### config.mk
export PLATFORM = sky130hd
export DESIGN_NAME = rvdvs_regs
export DESIGN_NICKNAME = d
export VERILOG_FILES = /design/src/verilog/rvdvs_pkg.sv /design/src/verilog/rvdvs_fuse_load.sv /design/src/verilog/rvdvs_regs.sv
export SDC_FILE = /design/constraint.sdc
export NUM_CORES = 1
export LEC_CHECK = 0
export BUFFER_PORTS_ARGS = -buffer_cell sky130_fd_sc_hd__buf_2
export CORE_MARGIN = 2
export CORE_UTILIZATION = 40
export DETAILED_ROUTE_END_ITERATION = 8
export PLACE_DENSITY = 0.69
export SETUP_SLACK_MARGIN = 0.05
export SLEW_MARGIN = 20
export SYNTH_ARGS = -nofsm -noshare
export SYNTH_HDL_FRONTEND = slang
export SYNTH_HIERARCHICAL = 1
export SYNTH_SLANG_ARGS = --single-unit
### constraint.sdc
create_clock -name mclk -period 3.8 [get_ports mclk]
set_input_delay 0.95 -clock mclk [delete_from_list [all_inputs] [get_ports mclk]]
set_output_delay 0.95 -clock mclk [all_outputs]
set_load 0.02 [all_outputs]
### src/verilog/rvdvs_pkg.sv
/*
  shared constants of the regulator voltage and scaling register bank:
  register indices, field positions, writable masks, reset values,
  step-interval timing and the bus-side state encoding.
  assumes a 40 mhz mclk and word-aligned avalon-mm byte addressing.
*/
`default_nettype none
package rvdvs_pkg;
  // register count and index of each register (byte address = 4 x index)
  localparam int unsigned RVDVS_NREG = 5;
  localparam logic [5:0] RVDVS_IDX_CH23 = 6'h0d;
  localparam logic [5:0] RVDVS_IDX_CH45 = 6'h0e;
  localparam logic [5:0] RVDVS_IDX_CH6 = 6'h0f;
  localparam logic [5:0] RVDVS_IDX_CH7KA = 6'h10;
  localparam logic [5:0] RVDVS_IDX_SCALE = 6'h11;
  // field positions
  localparam int unsigned RVDVS_CH3_LSB = 4;
  localparam int unsigned RVDVS_CH2_LSB = 0;
  localparam int unsigned RVDVS_CH5_LSB = 4;
  localparam int unsigned RVDVS_CH4_LSB = 0;
  localparam int unsigned RVDVS_CH6_LSB = 0;
  localparam int unsigned RVDVS_KB_LSB = 5;
  localparam int unsigned RVDVS_KA_BIT = 4;
  localparam int unsigned RVDVS_CH7_LSB = 0;
  localparam int unsigned RVDVS_INT2_BIT = 5;
  localparam int unsigned RVDVS_INT1_BIT = 4;
  localparam int unsigned RVDVS_EN2_BIT = 1;
  localparam int unsigned RVDVS_EN1_BIT = 0;
  // writable bits per register, slot 4 (scaling) in the top byte
  localparam logic [39:0] RVDVS_MASKS = 40'h33_73_0f_77_7f;
  // codes that put a channel into adjustable mode
  localparam logic [2:0] RVDVS_CH3_ADJ = 3'h7;
  localparam logic [2:0] RVDVS_CH4_ADJ = 3'h7;
  localparam logic [3:0] RVDVS_CH6_ADJ = 4'hf;
  // reset values: voltages until fuses load, scaling fixed
  localparam logic [7:0] RVDVS_RST_VOLT = 8'h00;
  localparam logic [7:0] RVDVS_RST_SCALE = 8'h00;
  // fuse image: one byte per voltage register, 0x0d in the low byte
  localparam int unsigned RVDVS_FUSE_W = 32;
  // step-interval timing
  localparam int unsigned RVDVS_CLK_MHZ = 40;
  localparam int unsigned RVDVS_INT1_SHORT_US = 16;
  localparam int unsigned RVDVS_INT1_LONG_US = 32;
  localparam int unsigned RVDVS_INT2_SHORT_US = 32;
  localparam int unsigned RVDVS_INT2_LONG_US = 64;
  localparam logic [11:0] RVDVS_INT1_SHORT_CYC =
    12'(RVDVS_INT1_SHORT_US * RVDVS_CLK_MHZ);
  localparam logic [11:0] RVDVS_INT1_LONG_CYC =
    12'(RVDVS_INT1_LONG_US * RVDVS_CLK_MHZ);
  localparam logic [11:0] RVDVS_INT2_SHORT_CYC =
    12'(RVDVS_INT2_SHORT_US * RVDVS_CLK_MHZ);
  localparam logic [11:0] RVDVS_INT2_LONG_CYC =
    12'(RVDVS_INT2_LONG_US * RVDVS_CLK_MHZ);
  // bus-side states
  typedef enum logic [1:0] {
    RVDVS_LOAD = 2'b00,
    RVDVS_IDLE = 2'b01,
    RVDVS_ANSWER = 2'b10
  } rvdvs_bus_e;
endpackage
`default_nettype wire

### src/verilog/rvdvs_fuse_load.sv
/*
  fuse capture: brings the factory fuse levels in through three flops
  and hands one settled image to the register bank after reset.
  assumes fuse levels are static once the device is out of reset.
*/
`default_nettype none
module rvdvs_fuse_load #(
  parameter int unsigned W = 32
) (
  // clock and reset
  input wire logic mclk,
  input wire logic rst_n,
  // fuse pins
  input wire logic [W-1:0] fuse_bits,
  // settled image
  output logic load_ff,
  output logic [W-1:0] value_ff
);
  logic [W-1:0] s1_ff;
  logic [W-1:0] s2_ff;
  logic [W-1:0] s3_ff;
  logic [1:0] fill_ff;
  logic done_ff;
  logic [1:0] nxt_fill;
  logic nxt_done;
  logic nxt_load;
  logic [W-1:0] nxt_value;

  // wait for the chain to fill, then take the first agreeing image
  always_comb begin
    nxt_fill = fill_ff;
    nxt_done = done_ff;
    nxt_load = 1'b0;
    nxt_value = value_ff;
    if (fill_ff != 2'h3) begin
      nxt_fill = fill_ff + 2'h1;
    end else if (!done_ff && s2_ff == s3_ff) begin
      nxt_done = 1'b1;
      nxt_load = 1'b1;
      nxt_value = s3_ff;
    end
  end

  // three-stage synchroniser and capture state
  always_ff @(posedge mclk or negedge rst_n) begin
    if (!rst_n) begin
      s1_ff <= '0;
      s2_ff <= '0;
      s3_ff <= '0;
      fill_ff <= 2'h0;
      done_ff <= 1'b0;
      load_ff <= 1'b0;
      value_ff <= '0;
    end else begin
      s1_ff <= fuse_bits;
      s2_ff <= s1_ff;
      s3_ff <= s2_ff;
      fill_ff <= nxt_fill;
      done_ff <= nxt_done;
      load_ff <= nxt_load;
      value_ff <= nxt_value;
    end
  end

  property p_load_once;
    @(posedge mclk) disable iff (!rst_n)
    load_ff |=> !load_ff [*3];
  endproperty
  a_load_once: assert property (p_load_once)
    else $error("fuse image loaded more than once");

  property p_load_settled;
    @(posedge mclk) disable iff (!rst_n)
    $rose(load_ff) |-> value_ff == $past(s3_ff) && $past(s2_ff == s3_ff);
  endproperty
  a_load_settled: assert property (p_load_settled)
    else $error("fuse image taken before it settled");
endmodule // rvdvs_fuse_load
`default_nettype wire

### src/verilog/rvdvs_regs.sv
/*
  regulator voltage-select and scaling-control register bank.
  five byte registers behind an avalon-mm slave with waitrequest;
  voltage registers start from the fuse image, scaling from zero.
  assumes a 40 mhz mclk and a master that holds its request until it
  samples waitrequest low.
*/
// Local design decision: the Avalon-MM register port.
`default_nettype none
module rvdvs_regs (
  // clock and reset
  input wire logic mclk,
  input wire logic rst_n,
  // avalon-mm slave
  input wire logic [7:0] avs_address,
  input wire logic avs_read,
  input wire logic avs_write,
  input wire logic [31:0] avs_writedata,
  input wire logic [3:0] avs_byteenable,
  output logic [31:0] avs_readdata,
  output logic avs_waitrequest,
  // factory fuse image
  input wire logic [rvdvs_pkg::RVDVS_FUSE_W-1:0] fuse_bits,
  // regulator setpoints
  output logic [2:0] ch3_voltage_code,
  output logic [3:0] ch2_voltage_code,
  output logic [2:0] ch5_voltage_code,
  output logic [2:0] ch4_voltage_code,
  output logic [3:0] ch6_voltage_code,
  output logic [1:0] keepalive_b_voltage_code,
  output logic keepalive_a_voltage_code,
  output logic [1:0] ch7_voltage_code,
  // adjustable-mode flags
  output logic ch3_adjustable,
  output logic ch4_adjustable,
  output logic ch6_adjustable,
  // scaling control
  output logic ch1_scaling_enable,
  output logic ch2_scaling_enable,
  output logic ch1_scaling_step_interval,
  output logic ch2_scaling_step_interval,
  output logic [11:0] ch1_step_cycles,
  output logic [11:0] ch2_step_cycles,
  // status
  output logic fuses_loaded
);
  import rvdvs_pkg::*;

  rvdvs_bus_e state_ff;
  rvdvs_bus_e nxt_state;
  logic wait_ff;
  logic nxt_wait;
  logic [31:0] rdata_ff;
  logic [31:0] nxt_rdata;
  logic [7:0] regs_ff [RVDVS_NREG];
  logic [7:0] nxt_regs [RVDVS_NREG];
  logic [2:0] adj_ff;
  logic [2:0] nxt_adj;
  logic [11:0] step1_ff;
  logic [11:0] step2_ff;
  logic [11:0] nxt_step1;
  logic [11:0] nxt_step2;
  logic loaded_ff;
  logic nxt_loaded;
  logic fuse_load;
  logic [RVDVS_FUSE_W-1:0] fuse_val;
  logic [5:0] idx;
  logic hit;
  logic [2:0] slot;
  logic [7:0] slot_mask;
  logic wr_ok;

  rvdvs_fuse_load #(
    .W(RVDVS_FUSE_W)
  ) u_fuse (
    .mclk(mclk),
    .rst_n(rst_n),
    .fuse_bits(fuse_bits),
    .load_ff(fuse_load),
    .value_ff(fuse_val)
  );

  // address decode: word index, low two address bits ignored
  assign idx = avs_address[7:2];
  assign hit = idx >= RVDVS_IDX_CH23 && idx <= RVDVS_IDX_SCALE;
  assign slot = 3'(idx - RVDVS_IDX_CH23);
  assign slot_mask = hit ? RVDVS_MASKS[{slot, 3'b000} +: 8] : 8'h00;
  assign wr_ok = avs_write && avs_byteenable[0] && hit;

  // bus handshake, fuse load and register updates
  always_comb begin
    nxt_state = state_ff;
    nxt_wait = 1'b1;
    nxt_rdata = rdata_ff;
    nxt_loaded = loaded_ff;
    for (int i = 0; i < RVDVS_NREG; i++) begin
      nxt_regs[i] = regs_ff[i];
    end
    case (state_ff)
      RVDVS_LOAD: begin
        if (fuse_load) begin
          for (int i = 0; i < RVDVS_NREG - 1; i++) begin
            nxt_regs[i] = fuse_val[8*i +: 8] &
              RVDVS_MASKS[8*i +: 8];
          end
          nxt_loaded = 1'b1;
          nxt_state = RVDVS_IDLE;
        end
      end
      RVDVS_IDLE: begin
        if (avs_read || avs_write) begin
          nxt_state = RVDVS_ANSWER;
          nxt_wait = 1'b0;
          nxt_rdata = hit ? {24'h000000, regs_ff[slot]} :
            32'h00000000;
        end
      end
      RVDVS_ANSWER: begin
        nxt_state = RVDVS_IDLE;
        if (wr_ok) begin
          nxt_regs[slot] = avs_writedata[7:0] & slot_mask;
        end
      end
      default: begin
        nxt_state = RVDVS_LOAD;
      end
    endcase
  end

  // derived flags and step lengths follow the next register values
  always_comb begin
    nxt_adj[0] = nxt_regs[0][RVDVS_CH3_LSB +: 3] == RVDVS_CH3_ADJ;
    nxt_adj[1] = nxt_regs[1][RVDVS_CH4_LSB +: 3] == RVDVS_CH4_ADJ;
    nxt_adj[2] = nxt_regs[2][RVDVS_CH6_LSB +: 4] == RVDVS_CH6_ADJ;
    nxt_step1 = nxt_regs[4][RVDVS_INT1_BIT] ?
      RVDVS_INT1_LONG_CYC : RVDVS_INT1_SHORT_CYC;
    nxt_step2 = nxt_regs[4][RVDVS_INT2_BIT] ?
      RVDVS_INT2_LONG_CYC : RVDVS_INT2_SHORT_CYC;
  end

  // state registers
  always_ff @(posedge mclk or negedge rst_n) begin
    if (!rst_n) begin
      state_ff <= RVDVS_LOAD;
      wait_ff <= 1'b1;
      rdata_ff <= 32'h00000000;
      loaded_ff <= 1'b0;
      for (int i = 0; i < RVDVS_NREG - 1; i++) begin
        regs_ff[i] <= RVDVS_RST_VOLT;
      end
      regs_ff[RVDVS_NREG-1] <= RVDVS_RST_SCALE;
      adj_ff <= 3'h0;
      step1_ff <= RVDVS_INT1_SHORT_CYC;
      step2_ff <= RVDVS_INT2_SHORT_CYC;
    end else begin
      state_ff <= nxt_state;
      wait_ff <= nxt_wait;
      rdata_ff <= nxt_rdata;
      loaded_ff <= nxt_loaded;
      for (int i = 0; i < RVDVS_NREG; i++) begin
        regs_ff[i] <= nxt_regs[i];
      end
      adj_ff <= nxt_adj;
      step1_ff <= nxt_step1;
      step2_ff <= nxt_step2;
    end
  end

  // outputs are slices of the registers
  assign avs_readdata = rdata_ff;
  assign avs_waitrequest = wait_ff;
  assign ch3_voltage_code = regs_ff[0][RVDVS_CH3_LSB +: 3];
  assign ch2_voltage_code = regs_ff[0][RVDVS_CH2_LSB +: 4];
  assign ch5_voltage_code = regs_ff[1][RVDVS_CH5_LSB +: 3];
  assign ch4_voltage_code = regs_ff[1][RVDVS_CH4_LSB +: 3];
  assign ch6_voltage_code = regs_ff[2][RVDVS_CH6_LSB +: 4];
  assign keepalive_b_voltage_code = regs_ff[3][RVDVS_KB_LSB +: 2];
  assign keepalive_a_voltage_code = regs_ff[3][RVDVS_KA_BIT];
  assign ch7_voltage_code = regs_ff[3][RVDVS_CH7_LSB +: 2];
  assign ch3_adjustable = adj_ff[0];
  assign ch4_adjustable = adj_ff[1];
  assign ch6_adjustable = adj_ff[2];
  assign ch1_scaling_enable = regs_ff[4][RVDVS_EN1_BIT];
  assign ch2_scaling_enable = regs_ff[4][RVDVS_EN2_BIT];
  assign ch1_scaling_step_interval = regs_ff[4][RVDVS_INT1_BIT];
  assign ch2_scaling_step_interval = regs_ff[4][RVDVS_INT2_BIT];
  assign ch1_step_cycles = step1_ff;
  assign ch2_step_cycles = step2_ff;
  assign fuses_loaded = loaded_ff;

  property p_ch23_write;
    @(posedge mclk) disable iff (!rst_n)
    avs_write && !avs_waitrequest && avs_byteenable[0] &&
      avs_address[7:2] == 6'h0d
    |=> ch3_voltage_code == $past(avs_writedata[6:4]) &&
      ch2_voltage_code == $past(avs_writedata[3:0]);
  endproperty
  a_ch23_write: assert property (p_ch23_write)
    else $error("ch2/ch3 setpoint did not follow write");

  property p_ch3_adjust;
    @(posedge mclk) disable iff (!rst_n)
    ch3_adjustable == (ch3_voltage_code == 3'h7);
  endproperty
  a_ch3_adjust: assert property (p_ch3_adjust)
    else $error("ch3 adjustable flag wrong");

  property p_ch45_write;
    @(posedge mclk) disable iff (!rst_n)
    avs_write && !avs_waitrequest && avs_byteenable[0] &&
      avs_address[7:2] == 6'h0e
    |=> ch5_voltage_code == $past(avs_writedata[6:4]);
  endproperty
  a_ch45_write: assert property (p_ch45_write)
    else $error("ch5 setpoint did not follow write");

  property p_ch4_adjust;
    @(posedge mclk) disable iff (!rst_n)
    ch4_adjustable == (ch4_voltage_code == 3'h7) &&
      ch6_adjustable == (ch6_voltage_code == 4'hf);
  endproperty
  a_ch4_adjust: assert property (p_ch4_adjust)
    else $error("ch4/ch6 adjustable flag wrong");

  property p_ch6_write;
    @(posedge mclk) disable iff (!rst_n)
    avs_write && !avs_waitrequest && avs_byteenable[0] &&
      avs_address[7:2] == 6'h0f
    |=> ch6_voltage_code == $past(avs_writedata[3:0]) ##1
      $stable(ch6_voltage_code);
  endproperty
  a_ch6_write: assert property (p_ch6_write)
    else $error("ch6 setpoint did not follow write");

  property p_ch7ka_write;
    @(posedge mclk) disable iff (!rst_n)
    avs_write && !avs_waitrequest && avs_byteenable[0] &&
      avs_address[7:2] == 6'h10
    |=> keepalive_b_voltage_code == $past(avs_writedata[6:5]) &&
      keepalive_a_voltage_code == $past(avs_writedata[4]) &&
      ch7_voltage_code == $past(avs_writedata[1:0]);
  endproperty
  a_ch7ka_write: assert property (p_ch7ka_write)
    else $error("ch7/keep-alive setpoint did not follow write");

  property p_fuse_load;
    @(posedge mclk) disable iff (!rst_n)
    $rose(fuses_loaded) |-> ch2_voltage_code == fuse_val[3:0] &&
      ch4_voltage_code == fuse_val[10:8] &&
      ch7_voltage_code == fuse_val[25:24];
  endproperty
  a_fuse_load: assert property (p_fuse_load)
    else $error("setpoints not taken from fuse image");

  property p_step2;
    @(posedge mclk) disable iff (!rst_n)
    ch2_step_cycles == (ch2_scaling_step_interval ?
      RVDVS_INT2_LONG_CYC : RVDVS_INT2_SHORT_CYC);
  endproperty
  a_step2: assert property (p_step2)
    else $error("ch2 step length does not match interval bit");

  property p_step1;
    @(posedge mclk) disable iff (!rst_n)
    ch1_step_cycles == (ch1_scaling_step_interval ?
      RVDVS_INT1_LONG_CYC : RVDVS_INT1_SHORT_CYC);
  endproperty
  a_step1: assert property (p_step1)
    else $error("ch1 step length does not match interval bit");

  property p_scale_idle;
    @(posedge mclk) disable iff (!rst_n)
    !fuses_loaded |-> !ch2_scaling_enable && !ch1_scaling_enable;
  endproperty
  a_scale_idle: assert property (p_scale_idle)
    else $error("scaling enabled straight out of reset");

  property p_reserved;
    @(posedge mclk) disable iff (!rst_n)
    avs_read && !avs_waitrequest |->
      avs_readdata[31:8] == 24'h000000 &&
      (avs_readdata[7:0] & ~slot_mask) == 8'h00;
  endproperty
  a_reserved: assert property (p_reserved)
    else $error("reserved bits read back nonzero");

  property p_answer;
    @(posedge mclk) disable iff (!rst_n)
    fuses_loaded && avs_waitrequest && (avs_read || avs_write)
    |=> !avs_waitrequest ##1 avs_waitrequest;
  endproperty
  a_answer: assert property (p_answer)
    else $error("request not answered in one cycle");
endmodule // rvdvs_regs
`default_nettype wire

-- Yosys cells after proc, flatten, opt, wreduce, memory -nomap -nowiden
Cells that the tools add are included.
- flip-flop bits (word level): 233
- word-level logic and storage cells: 79
- reductions and logical operators: 15
- bitwise operators: 3
- add/subtract/negate cells: 2
- $lt $le $gt $ge: 4
- multiplexer cells: 21
- shift operators: 1
- eq/ne operators: 10
- operators with widths (cell ; number):
    32-bit case mux with 2 select lines ; 1
    40-bit bitwise mux ; 1
    40-bit 2-to-1 mux ; 1
    8-bit 2-to-1 mux ; 5
    40-bit by 7-bit variable part select with 8-bit output (first input constant) ; 1
    32-bit equality test ; 1
    32-bit 2-to-1 mux ; 1
    8-bit binary-select mux with 3-bit select ; 1
    8-bit demux with 3-bit select ; 1
    12-bit 2-to-1 mux ; 1
    11-bit 2-to-1 mux ; 1
    2-bit AND reduction ; 5
    8-bit bitwise AND ; 1
    3-bit equality test (second input constant) ; 2
    6-bit by 4-bit greater-or-equal comparator with 1-bit output (second input constant) ; 1
    6-bit by 5-bit <= comparator with 1-bit output (second input constant) ; 1
    6-bit 2-to-1 mux ; 1
    2-bit != test (second input constant) ; 3
    2-bit case mux with 3 select lines ; 1
    1-bit logical AND ; 5
    4-bit equality test (second input constant) ; 1
    4-bit greater-or-equal comparator (second input constant) ; 1
    4-bit by 1-bit less-than comparator with 1-bit output (second input constant) ; 1
    1-bit 2-to-1 mux ; 4
    other kinds (13) ; 14

-- Depth between registers and ports, before layout
Gate-level depths: netlist of the first run.
- depth in word-level cells: 10
- depth in mapped cells: 10
- mapped depth without buffers: 8

-- Cells and area by module
The synthesis of the first run kept the hierarchy.
- modules (own cells, without submodules) (module ; area each (sq um) ; seq. area each (sq um) ; cells each ; instances):
    rvdvs_fuse_load ; 4251.6 ; 3303.2 ; 219 ; 1
    rvdvs_regs ; 3540.9 ; 1430.1 ; 367 ; 1

-- Worst setup path before layout of the first run
No wires, ideal clock.
- kind: input-to-reg
- start: in avs_address[2]
- end: reg adj_ff[0]
- arrival time: 2.920 ns
- stages: 10
- data required time: 3.665 ns
- setup slack: 0.745 ns
- buffers on the path: 3
- cell sequence: inv_1 ha_1 buf_2 a2111o_1 and2_1 buf_6 or3_4 buf_6 o221a_4 nor4bb_4
- RTL lines (item ; line ; source):
    start: declaration ; rvdvs_regs.sv:15 ; input wire logic [7:0] avs_address,
    end signal: assignment ; rvdvs_regs.sv:163 ; adj_ff <= nxt_adj;
    end: declaration ; rvdvs_regs.sv:57 ; logic [2:0] adj_ff;

==> results of run 1 <==
==> worst max-delay path, stage by stage <==
cell	delay (ps)
sky130_fd_sc_hd__buf_2	180
sky130_fd_sc_hd__inv_1	160
sky130_fd_sc_hd__ha_1	330
sky130_fd_sc_hd__a2111o_1	440
sky130_fd_sc_hd__and2_1	300
sky130_fd_sc_hd__o311a_2	440
sky130_fd_sc_hd__a311o_1	320
sky130_fd_sc_hd__and4bb_1	210
==> power by group through the flow <==
stage	Clock, uW	Sequential [uW]	Combinational, uW
floorplan	0	2160	584
global placement	0	2200	700
detailed placement	0	2200	718
CTS	1880	2170	723
global route	1970	2190	782
finish	1840	2170	722
==> registers in the layout (all words and copies together) (netlist names), 2 cells and up, named ones only <==
signal / cells
u_fuse/s1_ff: 32
u_fuse/s2_ff: 32
u_fuse/s3_ff: 32
u_fuse/value_ff: 22
regs_ff: 11
avs_readdata: 8
ch2_voltage_code: 4
ch6_voltage_code: 4
adj_ff: 3
ch3_voltage_code: 3
ch4_voltage_code: 3
ch5_voltage_code: 3
ch2_step_cycles: 2
ch7_voltage_code: 2
keepalive_b_voltage_code: 2
state_ff: 2
u_fuse/fill_ff: 2
==> layer usage <==
layer / up-vias / global-route usage [%] / wire length [um]
met4: 0 / 4.74 / 221
met3: 19 / 4.79 / 1210
met5: - / 0 / 0
li1: 2047 / - / -
met1: 2189 / 21.5 / 6420
met2: 194 / 25.3 / 7150
==> how the worst max path moves through the flow <==
stage,from,to,slack [ps],cells after the start
detailed placement,avs_address[2],ch2_step_cycles[9]$_DFF_PN0_,360,7
CTS,avs_address[2],ch2_step_cycles[9]$_DFF_PN0_,810,7
global placement,avs_address[2],adj_ff[1]$_DFF_PN0_,430,8
finish,avs_address[2],adj_ff[1]$_DFF_PN0_,770,8
global route,avs_address[2],ch2_step_cycles[10]$_DFF_PN1_,580,8
floorplan,avs_address[2],adj_ff[0]$_DFF_PN0_,750,10
==> layout make-up <==
class | instances | area [um2] | area share [%]
flip-flops and latches | 179 | 4480 | 53.2
multi-input cells | 329 | 2400 | 28.5
repair buffers | 107 | 582 | 6.90
clock buffers | 18 | 439 | 5.21
well taps | 229 | 287 | 3.40
clock inverters | 14 | 194 | 2.30
inverters | 11 | 41.3 | 0.490
==> through the flow <==
stage	instance area [um2]	hold WS, ps
2_1_floorplan	7540	331
3_3_place_gp	7800	333
3_5_place_dp	7800	335
4_1_cts	8430	350
5_1_grt	8430	353
6_report	8430	349
==> Implementation_results.wiki, run 1 <==
{| class="wikitable"
! Metric !! Value
|-
| Total design power || roughly 4700 uW
|-
| Pre-CTS worst setup slack || roughly 360 ps
|-
| Internal power contribution || roughly 3400 uW
|-
| First DRT Iteration DRCs || between 200 and 300
|-
| Fin. max-slew vios || 0
|-
| Inst Count DP || approximately 860
|-
| Least setup slack across all paths after layout || 766 ps
|-
| Number of fill cells in the layout || 1645
|-
| Clock-pin slew on the worst setup and hold paths || around 70 ps
|-
| Share of power burned in combinational logic || between 10% and 20%
|-
| Transition time at the pin with the least slew margin || 578 ps
|-
| Count of max-cap constraint violations || 0
|-
| Startpoint of the lowest-slack hold path || u_fuse/s1_ff[3]$_DFF_PN0_
|-
| Max Fanout on Critical Path || 9
|-
| DR WL/cell || roughly 17 um
|-
| TNS Setup || 0 ps
|-
| CTS tree || done
|-
| Layout-stage area growth over the synthesis result || 14.0%
|-
| TritonCTS sink count || 179
|-
| Boundary Pins || 167
|-
| Cell depth of the worst flop-to-flop path || 5
|-
| Effective utilization at floorplan || between 40% and 50%
|-
| Average vias per placed instance || approximately 5.0
|-
| Avg Cell Area, Syn || between 10 and 15 um2
|-
| Global placement routability congestion || 0.882
|-
| HPWL reported at the end of detailed placement || 11.1 mm
|-
| Worst-case clock skew || 6.83 ps
|-
| Number of hold violations in the final report || 0
|-
| Clock period minus worst slack || around 3000 ps
|-
| Maximum number of buffers from clock root to sink || 2
|-
| Register-to-register path setup slack || between 1000 and 1500 ps
|-
| Final wirelength || 15.0 mm
|-
| Worst setup EP type || flip-flop
|-
| Data arrival, critical path || ~3400 ps
|-
| Fraction of layout cells with a size suffix above 1 || about 29%
|-
| Category of the most critical setup path || in -> reg
|-
| P_sw || roughly 1300 uW
|-
| RSZ-0062 raised after global routing || false
|-
| Die W || between 100 and 150 um
|-
| Vertical die dimension || roughly 140 um
|-
| Clock latency reported for the late side of the worst-skew pair || 430 ps
|-
| Floorplan core area || about 18000 um2
|-
| Maximum vdd ir drop || about 460 uV
|-
| Inserted Clock Buffers || 17
|-
| Required time reported for the critical path endpoint || a little over 4000 ps
|-
| Static Leakage || roughly 0.004 uW
|-
| Number of hold buffers added after cts || 0
|-
| Final standard cell count with taps included and fillers excluded || slightly below 900
|-
| CTS Root Cell || sky130_fd_sc_hd__clkbuf_16
|-
| Port bufs || 96
|-
| Yosys Warn Count || 6
|-
| Netlist area before placement || approximately 7400 um2
|-
| Destination of the worst hold path || u_fuse/s2_ff[3]$_DFF_PN0_
|-
| # Post-CTS Setup Buffers || 0
|-
| Relative contribution of the clock network to total power || between 30 and 40%
|-
| Share of the clock period used by the worst path || about four fifths
|-
| Max H-tree Level || 4
|-
| Antenna violations before repair || 0
|-
| R2r startpoint || u_fuse/s3_ff[5]$_DFF_PN0_
|-
| Global-route wire length before repair || ~24 mm
|-
| Worst hold path stage count || 0
|-
| Power per standard cell area || around 560 nW/um2
|-
| Standard-cell row count || 49
|-
| Most common cell after layout, fill and taps aside || sky130_fd_sc_hd__dfrtp_1
|-
| Count of antenna diodes in the layout || 0
|-
| Post_cts resized || 0
|-
| Setup-violating endpoint count in the final report || 0
|-
| Startpoint class of the critical path || input port
|-
| Highest Clock Rate || 330 MHz
|-
| Area of the die || about 20000 um2
|-
| Length of the first detailed-routing pass in iterations || 5
|-
| Tightest slew margin relative to the limit || between 60% and 70%
|-
| Gate count of the mapped netlist || between 500 and 600
|-
| R2R Path End || u_fuse/value_ff[29]$_DFFE_PN0P_
|-
| Leading cell types in the layout, fill and taps excluded || sky130_fd_sc_hd__dfrtp_1, sky130_fd_sc_hd__buf_2, sky130_fd_sc_hd__conb_1
|-
| Class of the most critical hold timing path || reg -> reg
|-
| Part of the total power dissipated in sequential elements || between 40 and 50%
|-
| Number of global-route vias before repair || around 4.5k
|-
| Final design utilization || a little under half
|-
| Global-route total usage across every layer || 16.0%
|-
| Vias || between 4k and 5k
|-
| Maximum number of pins on one net before global-route repair || 70
|-
| Remaining routing DRC violations || 0
|-
| Switching part of the total power || 28.1%
|-
| Routed Antenna Nets || 0
|-
| Total congestion overflow || 0
|-
| Run status || complete, no violations
|-
| Fin nets || about 730
|}
No activity file was read; power rests on OpenSTA's default activity.
==> run 2: changes to the inputs <==
--- a/config.mk
+++ b/config.mk
@@ -9,7 +9,7 @@
 export CORE_MARGIN = 2
 export CORE_UTILIZATION = 40
 export DETAILED_ROUTE_END_ITERATION = 8
-export PLACE_DENSITY = 0.69
+export PLACE_DENSITY = 0.71
 export SETUP_SLACK_MARGIN = 0.05
 export SLEW_MARGIN = 20
 export SYNTH_ARGS = -nofsm -noshare
==> constraint.sdc (replaced) <==
create_clock -name mclk -period 2.7 [get_ports mclk]
set_input_delay 0.675 -clock mclk [delete_from_list [all_inputs] [get_ports mclk]]
set_output_delay 0.675 -clock mclk [all_outputs]
set_load 0.02 [all_outputs]
==> Implementation_results.wiki, run 2 (synthesis gave the netlist of run 1 again) <==
{| class="wikitable"
! Metric !! Value
|-
| Run status || complete, no violations
|-
| Global placement routability congestion || ~0.87
|-
| Port bufs || 96
|-
| Number of cells on the critical path || 9
|-
| Maximum number of buffers from clock root to sink || 2
|-
| Fraction of layout cells with a size suffix above 1 || 31.9%
|-
| Post_cts resized || 0
|-
| Setup-violating endpoint count in the final report || 0
|-
| Highest metal layer used by the detailed router || met4
|-
| Maximum vdd ir drop || 655 uV
|-
| Number of global-route vias before repair || ~4.5k
|-
| Area of the die || 19600 um2
|-
| Power per standard cell area || around 770 nW/um2
|-
| DR WL/cell || about 16 um
|-
| Worst setup EP type || flip-flop
|-
| Fin nets || 760
|-
| Floorplan core area || 18000 um2
|-
| Met3 WL || between 1 and 1.5 mm
|-
| Startpoint class of the critical path || input port
|-
| CTS Root Cell || sky130_fd_sc_hd__clkbuf_16
|-
| Most common cell after layout, fill and taps aside || sky130_fd_sc_hd__dfrtp_1
|-
| Global-route total usage across every layer || between 15 and 20%
|-
| Max H-tree Level || 4
|-
| Class of the most critical hold timing path || in -> async
|-
| HPWL reported at the end of detailed placement || 11.0 mm
|-
| Length of the first detailed-routing pass in iterations || 4
|-
| Kind of cell adding the most delay to the critical path || compound AO/OA/AOI/OAI gates
|-
| Regs by FF count || u_fuse/s1_ff (32), u_fuse/s2_ff (32), u_fuse/s3_ff (32)
|-
| Critical Path, Cell by Cell || buf_2 -> clkinvlp_4 -> ha_4 -> a2111o_1 -> and2_1 -> buf_4 -> o31ai_1 -> o221a_2 -> and4bb_1
|-
| Required time reported for the critical path endpoint || 3060 ps
|-
| Worst-case clock skew || 9.60 ps
|-
| Max Fanout on Critical Path || 5
|-
| # Post-CTS Setup Buffers || 0
|-
| Final design utilization || between 40% and 50%
|-
| Vertical die dimension || 140 um
|-
| Inserted Clock Buffers || 17
|-
| CTS tree || done
|-
| Final wirelength || between 10 and 15 mm
|-
| Slowest stage cell on the critical path || sky130_fd_sc_hd__a2111o_1
|-
| Global-route wire length before repair || 24.1 mm
|-
| Effective utilization at floorplan || between 40% and 50%
|-
| First DRT Iteration DRCs || about 320
|-
| Fin. max-slew vios || 0
|-
| Share of the clock period used by the worst path || just under 90%
|-
| Clock period minus worst slack || approximately 2400 ps
|-
| Leading cell types in the layout, fill and taps excluded || sky130_fd_sc_hd__dfrtp_1, sky130_fd_sc_hd__buf_2, sky130_fd_sc_hd__conb_1
|-
| Static Leakage || 0.00419 uW
|-
| Average vias per placed instance || approximately 4.9
|-
| Met2 Wirelength || around 7 mm
|-
| Clock-pin slew on the worst setup and hold paths || approximately 70 ps
|-
| Category of the most critical setup path || in -> reg
|-
| Count of max-cap constraint violations || 0
|-
| Maximum number of pins on one net before global-route repair || 67
|-
| Layout-stage area growth over the synthesis result || 17.2%
|-
| Number of hold violations in the final report || 0
|-
| Worst slack on hold paths || about 230 ps
|-
| Vias || about 4.5k
|-
| Number of hold buffers added after cts || 0
|-
| Boundary Pins || about 170
|-
| Transition time at the pin with the least slew margin || approximately 900 ps
|-
| Routed Antenna Nets || 0
|-
| Buffers and inverters on the worst path || 3
|-
| Highest Clock Rate || about 410 MHz
|-
| Tightest slew margin relative to the limit || 39.9%
|-
| Standard-cell row count || just under 50
|-
| Antenna violations before repair || 0
|-
| CP max stage delay || ~440 ps
|-
| Die W || roughly 140 um
|-
| Count of antenna diodes in the layout || 0
|-
| Post-Route M1 WL || around 6.5 mm
|-
| Remaining routing DRC violations || 0
|-
| RSZ-0062 raised after global routing || false
|-
| Total congestion overflow || 0
|-
| Data arrival, critical path || 2780 ps
|-
| Cell depth of the worst flop-to-flop path || 7
|-
| TritonCTS sink count || roughly 180
|-
| Clock latency reported for the late side of the worst-skew pair || 420 ps
|}
## run 2: worst register-to-register path: cells and delay by family (launching register included)
kind | cells | cell delay [ps]
AND/OR/NAND/NOR | 4 | 850
buffers and inverters | 1 | 210
AO/OA/AOI/OAI | 2 | 530
flip-flops | 1 | 500
## run 2: per-layer routing
metal	vias to the layer above	track usage, %
met5	-	0
met4	0	4.05
met3	14	4.41
met2	191	25.0
met1	2210	21.6
li1	2105	-
## run 2: per-stage QoR
| stage | worst slack (ps) | std cells | TNS, ps | cell area (um2) | power, uW |
|---|---|---|---|---|---|
| 2_1_floorplan | -70.6 | 605 | -116 | 7560 | 3860 |
| 3_3_place_gp | -107 | 884 | -182 | 8060 | 4140 |
| 3_5_place_dp | -146 | 884 | -670 | 8060 | 4170 |
| 4_1_cts | 291 | 916 | 0 | 8670 | 6700 |
| 5_1_grt | 175 | 916 | 0 | 8670 | 6920 |
| 6_report | 284 | 916 | 0 | 8670 | 6650 |
## run 2: cell type report
class,count,area [um2]
tap,229,287
clock buffer,17,425
clock inverter,15,189
fill,1632,9350
timing repair buffer,136,825
inverter,11,45.0
multi-input combinational,329,2420
sequential,179,4480
## run 2: path summary, 6_finish.rpt
kind	from	slack, ps	end
max	avs_address[2]	280	adj_ff[1]$_DFF_PN0_
min	rst_n	230	u_fuse/s1_ff[30]$_DFF_PN0_
max reg2reg	state_ff[0]$_DFFE_PN0P_	490	adj_ff[1]$_DFF_PN0_
min reg2reg	u_fuse/s1_ff[27]$_DFF_PN0_	350	u_fuse/s2_ff[27]$_DFF_PN0_
max in group asynchronous	rst_n	1760	ch1_step_cycles[9]$_DFF_PN1_
min in group mclk	u_fuse/s1_ff[27]$_DFF_PN0_	350	u_fuse/s2_ff[27]$_DFF_PN0_
## run 2: power by group
| part | internal [uW] | leakage (uW) | total (uW) | switching [uW] |
|---|---|---|---|---|
| clock | 1410 | 0.000304 | 2530 | 1120 |
| sequential | 2860 | 0.00222 | 3030 | 175 |
| combinational | 460 | 0.00166 | 1090 | 628 |
